==> src/design/mvi_defines.svh <==
// Offsets, field positions, reset values and vector addresses of the interrupt request block
`ifndef MVI_DEFINES_SVH
`define MVI_DEFINES_SVH

`define MVI_NSRC          11
`define MVI_VEC_W         8
// Register offsets
`define MVI_OFF_FLAG      8'h00
`define MVI_OFF_FLAG_CLR  8'h01
`define MVI_OFF_ENABLE    8'h02
`define MVI_OFF_CTRL      8'h03
`define MVI_OFF_EDGE      8'h04
`define MVI_OFF_VECTOR    8'h05
`define MVI_OFF_IRQ_STAT  8'h06
`define MVI_OFF_IRQ_CLR   8'h07
`define MVI_OFF_IRQ_EN    8'h08
// Source positions, in vector order
`define MVI_SRC_WAKE      0
`define MVI_SRC_EXTA      1
`define MVI_SRC_EXTB      2
`define MVI_SRC_BTIM      3
`define MVI_SRC_TCA       4
`define MVI_SRC_WTIM      5
`define MVI_SRC_ADC       6
`define MVI_SRC_SSP       7
`define MVI_SRC_MSP       8
`define MVI_SRC_URX       9
`define MVI_SRC_UTX       10
// First vector; source n vectors to base plus n, with two spare words at 0DH and 0EH
`define MVI_VEC_BASE      8'h08
`define MVI_VEC_GAP_AT    5
`define MVI_VEC_GAP_LEN   8'h02
// Control register bits
`define MVI_CTRL_GIE      0
`define MVI_CTRL_GIE_RST  1'b0
// Edge select encodings and reset value
`define MVI_EDGE_RISE     2'b01
`define MVI_EDGE_FALL     2'b10
`define MVI_EDGE_BOTH     2'b11
`define MVI_EDGE_RST      4'b1010
// Controller status events
`define MVI_EV_VECTOR     0
`define MVI_EV_RETURN     1
`define MVI_EV_NUM        2

`endif

==> src/design/mvi_pkg.sv <==
// Types for the interrupt request block
package mvi_pkg;
    typedef logic [10:0] mvi_src_t;
    typedef logic [7:0]  mvi_byte_t;
    typedef logic [7:0]  mvi_vec_t;

    typedef enum logic [2:0] {
        MVI_IDLE = 3'b001,
        MVI_SAVE = 3'b010,
        MVI_BUSY = 3'b100
    } mvi_state_e;
endpackage

==> src/design/mvi_irq_ctrl.sv <==
// Multi-vector interrupt request flags, enables, priority and context save
//
// Chosen here: the register addresses and the plain strobed port.
`timescale 1ns/1ps
`include "mvi_defines.svh"
// Summary of operation
// - Basic timer overflow always sets its flag
// - Basic timer vectors only when enabled
// - Timer/counter overflow always sets its flag
// - Flag raised while disabled vectors only if its source fires again while enabled
// - Wide timer overflow sets flag; vectors if enabled
// - Conversion done always sets its flag
// - Sync serial completion always sets its flag
// - UART receive/transmit completion set their flags
// - Wake from power-down or green sets flag
// - Pin edge matching selection sets pin flag
// - Each source owns a unique vector address
// - Global enable gates all vectoring; resets to zero
// - Edge select: 01 rise, 10 fall, 11 both
// - Save accumulator/working registers; restore on return
module mvi_irq_ctrl
    import mvi_pkg::*;
#(
    parameter int CTX_BYTES = 17
) (
    // Clock and reset
    input  wire logic                      ref_clk,
    input  wire logic                      reset_n,
    // Register port
    input  wire logic [7:0]                reg_addr,
    input  wire logic [7:0]                reg_wdata,
    input  wire logic                      reg_wr,
    input  wire logic                      reg_rd,
    output mvi_pkg::mvi_byte_t             reg_rdata,
    // Source events, one-cycle pulses; ext_irq_a and ext_irq_b are pin levels
    input  wire logic                      wakeup_event,
    input  wire logic                      ext_irq_a,
    input  wire logic                      ext_irq_b,
    input  wire logic                      basic_timer_ovf,
    input  wire logic                      timer_counter_a_ovf,
    input  wire logic                      wide_timer_ovf,
    input  wire logic                      conversion_done,
    input  wire logic                      sync_serial_done,
    input  wire logic                      ms_serial_done,
    input  wire logic                      uart_receive_done,
    input  wire logic                      uart_transmit_done,
    // CPU side
    input  wire logic                      cpu_take,
    input  wire logic                      return_from_interrupt,
    input  wire logic [CTX_BYTES*8-1:0]    ctx_in,
    output logic [CTX_BYTES*8-1:0]         ctx_out,
    output logic                           ctx_restore,
    output logic                           vector_req,
    output mvi_pkg::mvi_vec_t              vector_addr,
    output logic                           in_service,
    // Controller event interrupt
    output logic                           irq_out
);
    import mvi_pkg::*;

    typedef struct packed {
        mvi_state_e                 state;
        mvi_src_t                   flag;
        mvi_src_t                   armed;
        mvi_src_t                   en;
        logic                       global_irq_enable;
        logic [3:0]                 edge_cfg;
        logic [CTX_BYTES*8-1:0]     ctx;
        logic                       restore;
        logic                       vreq;
        mvi_vec_t                   vaddr;
        logic [3:0]                 sel;
        logic [`MVI_EV_NUM-1:0]     ev_stat;
        logic [`MVI_EV_NUM-1:0]     ev_en;
        logic                       irq;
        mvi_byte_t                  rdata;
    } mvi_ctrl_s;

    mvi_ctrl_s st_r;
    mvi_ctrl_s st_nxt;

    logic     hit_a;
    logic     hit_b;
    mvi_src_t ev;
    mvi_src_t clr;
    mvi_src_t ready;
    logic     pick_any;
    logic [3:0] pick_idx;

    mvi_edge_detect u_edge_a (
        .ref_clk  (ref_clk),
        .reset_n  (reset_n),
        .pin      (ext_irq_a),
        .edge_sel (st_r.edge_cfg[1:0]),
        .hit      (hit_a)
    );

    mvi_edge_detect u_edge_b (
        .ref_clk  (ref_clk),
        .reset_n  (reset_n),
        .pin      (ext_irq_b),
        .edge_sel (st_r.edge_cfg[3:2]),
        .hit      (hit_b)
    );

    // Events gathered in vector order
    always_comb begin
        ev                  = '0;
        ev[`MVI_SRC_WAKE]   = wakeup_event;
        ev[`MVI_SRC_EXTA]   = hit_a;
        ev[`MVI_SRC_EXTB]   = hit_b;
        ev[`MVI_SRC_BTIM]   = basic_timer_ovf;
        ev[`MVI_SRC_TCA]    = timer_counter_a_ovf;
        ev[`MVI_SRC_WTIM]   = wide_timer_ovf;
        ev[`MVI_SRC_ADC]    = conversion_done;
        ev[`MVI_SRC_SSP]    = sync_serial_done;
        ev[`MVI_SRC_MSP]    = ms_serial_done;
        ev[`MVI_SRC_URX]    = uart_receive_done;
        ev[`MVI_SRC_UTX]    = uart_transmit_done;
    end

    // A pending request vectors only if armed, enabled, unserviced and globally enabled
    assign ready = st_r.flag & st_r.armed & st_r.en;

    // Lowest index is lowest vector address
    always_comb begin
        pick_any = 1'b0;
        pick_idx = '0;
        for (int i = `MVI_NSRC - 1; i >= 0; i--) begin
            if (ready[i]) begin
                pick_any = 1'b1;
                pick_idx = 4'(i);
            end
        end
    end

    always_comb begin
        st_nxt       = st_r;
        st_nxt.rdata = '0;
        clr          = '0;
        st_nxt.restore = 1'b0;

        // Register writes
        if (reg_wr) begin
            if (reg_addr == `MVI_OFF_FLAG_CLR) begin
                clr = mvi_src_t'({reg_wdata[2:0], reg_wdata});
            end else if (reg_addr == `MVI_OFF_ENABLE) begin
                st_nxt.en = mvi_src_t'({reg_wdata[2:0], reg_wdata});
            end else if (reg_addr == `MVI_OFF_CTRL) begin
                st_nxt.global_irq_enable = reg_wdata[`MVI_CTRL_GIE];
            end else if (reg_addr == `MVI_OFF_EDGE) begin
                st_nxt.edge_cfg = reg_wdata[3:0];
            end else if (reg_addr == `MVI_OFF_IRQ_CLR) begin
                st_nxt.ev_stat = st_r.ev_stat & ~reg_wdata[`MVI_EV_NUM-1:0];
            end else if (reg_addr == `MVI_OFF_IRQ_EN) begin
                st_nxt.ev_en = reg_wdata[`MVI_EV_NUM-1:0];
            end
        end
        // Enable and clear registers are written as two halves: low byte, then high bits at the same offset with bit 4 set (plus 10h)
        if (reg_wr && reg_addr == (`MVI_OFF_ENABLE | 8'h10)) begin
            st_nxt.en[10:8] = reg_wdata[2:0];
        end
        if (reg_wr && reg_addr == (`MVI_OFF_FLAG_CLR | 8'h10)) begin
            clr = {reg_wdata[2:0], 8'h00};
        end
        if (reg_wr && reg_addr == `MVI_OFF_ENABLE) begin
            st_nxt.en[10:8] = st_r.en[10:8];
        end
        if (reg_wr && reg_addr == `MVI_OFF_FLAG_CLR) begin
            clr[10:8] = 3'b000;
        end

        // Flags set regardless of enable; set wins over clear; no hardware clear
        st_nxt.flag = (st_r.flag & ~clr) | ev;
        // A flag raised while disabled stays disarmed until cleared or until its source fires again while enabled
        for (int i = 0; i < `MVI_NSRC; i++) begin
            if (ev[i]) begin
                st_nxt.armed[i] = st_r.en[i] | (st_r.flag[i] & st_r.armed[i]);
            end else if (clr[i]) begin
                st_nxt.armed[i] = 1'b1;
            end
        end

        st_nxt.vreq = 1'b0;
        case (st_r.state)
            MVI_IDLE: begin
                if (pick_any && st_r.global_irq_enable) begin
                    st_nxt.vaddr = `MVI_VEC_BASE + mvi_vec_t'(pick_idx)
                                 + ((pick_idx >= 4'(`MVI_VEC_GAP_AT)) ? `MVI_VEC_GAP_LEN : 8'h00);
                    // Remember the chosen source; later events must not change what is disarmed
                    st_nxt.sel   = pick_idx;
                    st_nxt.vreq  = 1'b1;
                    st_nxt.state = MVI_SAVE;
                end
            end
            MVI_SAVE: begin
                st_nxt.vreq = 1'b1;
                if (cpu_take) begin
                    st_nxt.vreq  = 1'b0;
                    st_nxt.ctx   = ctx_in;
                    st_nxt.armed[st_r.sel] = 1'b0;
                    st_nxt.ev_stat[`MVI_EV_VECTOR] = 1'b1;
                    st_nxt.state = MVI_BUSY;
                end
            end
            MVI_BUSY: begin
                if (return_from_interrupt) begin
                    st_nxt.restore = 1'b1;
                    st_nxt.ev_stat[`MVI_EV_RETURN] = 1'b1;
                    st_nxt.state = MVI_IDLE;
                end
            end
            default: st_nxt.state = MVI_IDLE;
        endcase

        st_nxt.irq = |(st_nxt.ev_stat & st_nxt.ev_en);

        // Register reads, data in the next cycle
        if (reg_rd) begin
            if (reg_addr == `MVI_OFF_FLAG) begin
                st_nxt.rdata = st_r.flag[7:0];
            end else if (reg_addr == (`MVI_OFF_FLAG | 8'h10)) begin
                st_nxt.rdata = {5'b0_0000, st_r.flag[10:8]};
            end else if (reg_addr == `MVI_OFF_ENABLE) begin
                st_nxt.rdata = st_r.en[7:0];
            end else if (reg_addr == (`MVI_OFF_ENABLE | 8'h10)) begin
                st_nxt.rdata = {5'b0_0000, st_r.en[10:8]};
            end else if (reg_addr == `MVI_OFF_CTRL) begin
                st_nxt.rdata = {7'b000_0000, st_r.global_irq_enable};
            end else if (reg_addr == `MVI_OFF_EDGE) begin
                st_nxt.rdata = {4'h0, st_r.edge_cfg};
            end else if (reg_addr == `MVI_OFF_VECTOR) begin
                st_nxt.rdata = st_r.vaddr;
            end else if (reg_addr == `MVI_OFF_IRQ_STAT) begin
                st_nxt.rdata = {6'b00_0000, st_r.ev_stat};
            end else if (reg_addr == `MVI_OFF_IRQ_EN) begin
                st_nxt.rdata = {6'b00_0000, st_r.ev_en};
            end
        end
    end

    always_ff @(posedge ref_clk) begin
        if (!reset_n) begin
            st_r          <= '0;
            st_r.state    <= MVI_IDLE;
            st_r.armed    <= '1;
            st_r.global_irq_enable      <= `MVI_CTRL_GIE_RST;
            st_r.edge_cfg <= `MVI_EDGE_RST;
        end else begin
            st_r <= st_nxt;
        end
    end

    assign reg_rdata   = st_r.rdata;
    assign ctx_out     = st_r.ctx;
    assign ctx_restore = st_r.restore;
    assign vector_req  = st_r.vreq;
    assign vector_addr = st_r.vaddr;
    assign in_service  = st_r.state[2];
    assign irq_out     = st_r.irq;
endmodule

==> src/design/mvi_edge_detect.sv <==
// Edge detector for one external interrupt pin
`timescale 1ns/1ps
`include "mvi_defines.svh"
module mvi_edge_detect (
    // Clock and reset
    input  wire logic       ref_clk,
    input  wire logic       reset_n,
    // Pin and edge selection
    input  wire logic       pin,
    input  wire logic [1:0] edge_sel,
    // Matching edge seen
    output logic            hit
);
    typedef struct packed {
        logic prev;
        logic hit;
        logic live;
    } mvi_edge_s;

    mvi_edge_s st_r;
    mvi_edge_s st_nxt;

    always_comb begin
        st_nxt      = st_r;
        st_nxt.prev = pin;
        // Reserved selection 00 never fires
        case (edge_sel)
            `MVI_EDGE_RISE: st_nxt.hit = pin & ~st_r.prev;
            `MVI_EDGE_FALL: st_nxt.hit = ~pin & st_r.prev;
            `MVI_EDGE_BOTH: st_nxt.hit = pin ^ st_r.prev;
            default:        st_nxt.hit = 1'b0;
        endcase
        // First cycle after reset only primes prev, so an idle-high pin gives no false edge
        st_nxt.live = 1'b1;
        if (!st_r.live) begin
            st_nxt.hit = 1'b0;
        end
    end

    always_ff @(posedge ref_clk) begin
        if (!reset_n) begin
            st_r <= '0;
        end else begin
            st_r <= st_nxt;
        end
    end

    assign hit = st_r.hit;
endmodule

==> config.mk <==
export PLATFORM = sky130hd
export DESIGN_NAME = mvi_irq_ctrl
export DESIGN_NICKNAME = d
export VERILOG_FILES = /design/src/design/mvi_pkg.sv /design/src/design/mvi_irq_ctrl.sv /design/src/design/mvi_edge_detect.sv
export VERILOG_INCLUDE_DIRS = /design/src /design/src/design
export SDC_FILE = /design/constraint.sdc
export NUM_CORES = 1
export LEC_CHECK = 0
export ABC_AREA = 1
export BUFFER_PORTS_ARGS = -buffer_cell sky130_fd_sc_hd__clkbuf_2
export CORE_UTILIZATION = 30
export DETAILED_ROUTE_END_ITERATION = 12
export GPL_ROUTABILITY_DRIVEN = 1
export HOLD_SLACK_MARGIN = 0.03
export PLACE_DENSITY = 0.55
export SYNTH_ARGS = -nofsm -noshare
export SYNTH_HDL_FRONTEND = slang
export SYNTH_SLANG_ARGS = --single-unit
export TNS_END_PERCENT = 5
==> constraint.sdc <==
create_clock -name ref_clk -period 4 [get_ports ref_clk]
set_input_delay 0.4 -clock ref_clk [delete_from_list [all_inputs] [get_ports ref_clk]]
set_output_delay 0.4 -clock ref_clk [all_outputs]
set_load 0.01 [all_outputs]
==> results.md <==
- Setup crit end kind: flip-flop
- Leakage: around 5.2 nW
- Crit-path cells: inv_1, nand3_1, nor2_4, buf_4, buf_4, o21ai_0, nor2_1
- Pin count of the biggest net entering global routing: 116
- Post-CTS Hold Fix Bufs: 0
- Via count: 7949
- Slew @ Worst Pin: 965 ps
- Reg2reg end: ctx_out[4]$_SDFFE_PN0P_
- Buffers on Ports: roughly 320
- Synth async-reset ratio: 0
- Critical Path Fanout Max: 85
- Setup bufs post-CTS: 0
- Count leader, synth: nor2_1
- Num CTS Buffers: 24
- Mapped Cells: ~1200
- Setup TNS: 0 ps
- Worst path required time: 4450 ps
- Setup crit start kind: flip-flop
- Number of synthesized flops with an enable pin: 0
- Largest delay share family, worst path: buffers and inverters
- Critical Path Most Common Cell: buf_4
- Critical path depth: 7
- Top_reg_cell synth: dfxtp_1
- Clock sink count: 205
- Multi-input combinational cell area: 3430 µm²
- Skew-Pair Late Insertion Delay: 520 ps
- Post-synthesis cell type count: 36
- CTS clk-pin slew, worst paths: around 60 ps
- Die W: 176 µm
- Synth-to-Final Area Change: 17.2%
- Data arrival, critical path: between 2000 and 3000 ps
- First-pass GRT wire length: 40500 µm
- Chip Height: 176 µm
- Max-slew headroom: 0.356
- CTS tree: yes
- Syn Area/Cell: 7.43 µm²
- Setup Crit Path Kind: reg2reg
- Hold Vio Cnt, Final: 0
- Vias in the first global route: 7579
- Power density cells: 413 nW/µm²
- Top cells by area in the synthesized netlist: dfxtp_1 45%, nor2_1 13%, buf_4 13%
- Minimum clock period: around 2400 ps
- Worst R2R Path Depth: 7
- Average vias per placed instance: roughly 4.5
- Clk root buf: clkbuf_16
- Initial Util: 0.306
- Reg2reg setup slack: 1650 ps
- Layout Skew: around 21 ps
- Fin util: 0.358
- Max incr delay on CP: 720 ps
- Slew Limit Fails: 0
- Finish-stage setup viols: 0
- Total track usage: 0.163
- RePlAce Congestion: 0.853
- Register bit count reported by yosys: 205
- Core ar.: just under 30000 µm²
- Drt pass-1 iters: 5
- CP max stage cell: buf_4
- Hold/Removal Path Class: in2reg
- Maximum vdd drop: 275 µV
- DRT antenna net count: 0
- Synth top cells by count: 319 x nor2_1, 205 x dfxtp_1, 153 x buf_4
- Worst R2R Start: in_service$_SDFFE_PN0P_
- Row cnt: 63
- Seq/Total Area, Yosys: 0.450
- Number of max-cap violations: 0
- Reg area: approximately 4100 µm²
- DRC: 0
- Max clock buf depth: 3
- Cell Area, Synth: 9110 µm²
- Antenna cells: 0
- Layout cell share with drive strength beyond 1: 0.278
- Dpl hpwl: 18200 µm
- Worst path bufs/invs: 3
- Total congestion overflow: 0
- Worst Setup SP: in_service$_SDFFE_PN0P_
- F_max: approximately 0.42 GHz
- Hold Startpoint: ctx_in[26]
- WL/cell: between 10 and 15 µm
- Synth warn: 0
- Status: complete, no violations
- RSZ-0062 raised after global routing: no
- Top cell type's share of synthesized area: 0.450
- Dominant cell type by area after synthesis: dfxtp_1
- Fillers: 3248
- CP endpoint: ctx_out[4]$_SDFFE_PN0P_
- Initial antenna violation count: 1
- Fin crit share: 0.588
- Final Net Count: 1549
- Wirelength, routed: 25900 µm
- Htree depth: 1
- Die footprint: approximately 31000 µm²
- CTS resizes: 0
- # IOs: 325
- Iter 0 DRT Violations: ~460
==> cell families after synthesis <==
family	after synthesis	synth area share
xor gates and xnor gates	1	0.000961
AOI/OAI and AO/OA	229	0.132
DFF	205	0.450
other	1	0.000412
adders and majority gates	6	0.00824
buffers and inverters	263	0.174
and+or+nand+nor	521	0.234
==> layer usage <==
metal	GRT usage	part of all wire
met1	0.202	0.43
met2	0.275	0.47
met4	0.0402	0.021
met5	0	0.00043
met3	0.0463	0.077
==> worst min path at each step <==
| stage | slack [ps] | depth (start not counted) | to |
|---|---|---|---|
| after floorplan | 430 | 2 | u_edge_a.hit$_SDFF_PN0_ |
| after global placement | 430 | 2 | u_edge_b.hit$_SDFF_PN0_ |
| after detailed placement | 440 | 2 | u_edge_a.hit$_SDFF_PN0_ |
| after CTS | 70 | 3 | ctx_out[50]$_SDFFE_PN0P_ |
| after global routing | 80 | 3 | ctx_out[48]$_SDFFE_PN0P_ |
| final | 100 | 3 | ctx_out[26]$_SDFFE_PN0P_ |
==> power breakdown <==
| group | switching (mW) | leakage [nW] | internal, mW | total [mW] |
|---|---|---|---|---|
| Clock | 0.851 | 0.381 | 1.29 | 2.14 |
| Combinational | 0.103 | 3.21 | 0.0872 | 0.190 |
| Sequential | 0.0138 | 1.66 | 2.06 | 2.07 |
| Total | 0.968 | 5.24 | 3.44 | 4.41 |
==> cell type report <==
class | instances | share of cell area
Timing Repair Buffer | 325 | 0.156
Clock buffer | 36 | 0.0671
Tap cell | 390 | 0.0457
Clock inverter | 6 | 0.00539
Inverter | 58 | 0.0207
Sequential cell | 205 | 0.384
Multi-Input combinational cell | 760 | 0.321
==> registers in the layout (all words and copies together), names as in the netlist <==
name and cells:
u_edge_b.st_r 2, ctx_restore 1, u_edge_a.hit 1, ctx_out 136, st_r 48, u_edge_a.st_r 1
u_edge_b.hit 1, vector_addr 4, in_service 1, reg_rdata 8, irq_out 1, vector_req 1
==> worst reg2reg max path: cells and delay by family (launching register included) <==
family | cells | cell delay (ps)
buffers and inverters | 3 | 1320
flip-flops | 1 | 320
AO/OA/AOI/OAI | 1 | 200
AND/OR/NAND/NOR | 3 | 460
==> placed cells by master, fill, tap and decap left out, drive strengths merged, types with 2 or more instances in the layout <==
cell type,n
nor3,11
o311ai,2
o2111ai,2
dfxtp,205
a21oi,49
buf,5
clkinv,5
nand3,41
conb,3
nand3b,2
a31oi,2
ha,6
nor2,329
inv,57
nand4,5
nand2,131
o211ai,11
clkbuf,356
o21ai,160
==> stage by stage <==
stage               hold WS, ps  std cells  power [mW]  setup WS, ps  area (µm²)
floorplan                   425       1228        2.19          2230        9120
global placement            434       1738        2.31          1670        9910
detailed placement          440       1738        2.31          1640        9910
CTS                        65.6       1780        4.49          1620       10700
global route               79.3       1780        4.59          1400       10700
finish                     98.1       1780        4.41          1650       10700
Power figures use the tool's default switching activity.
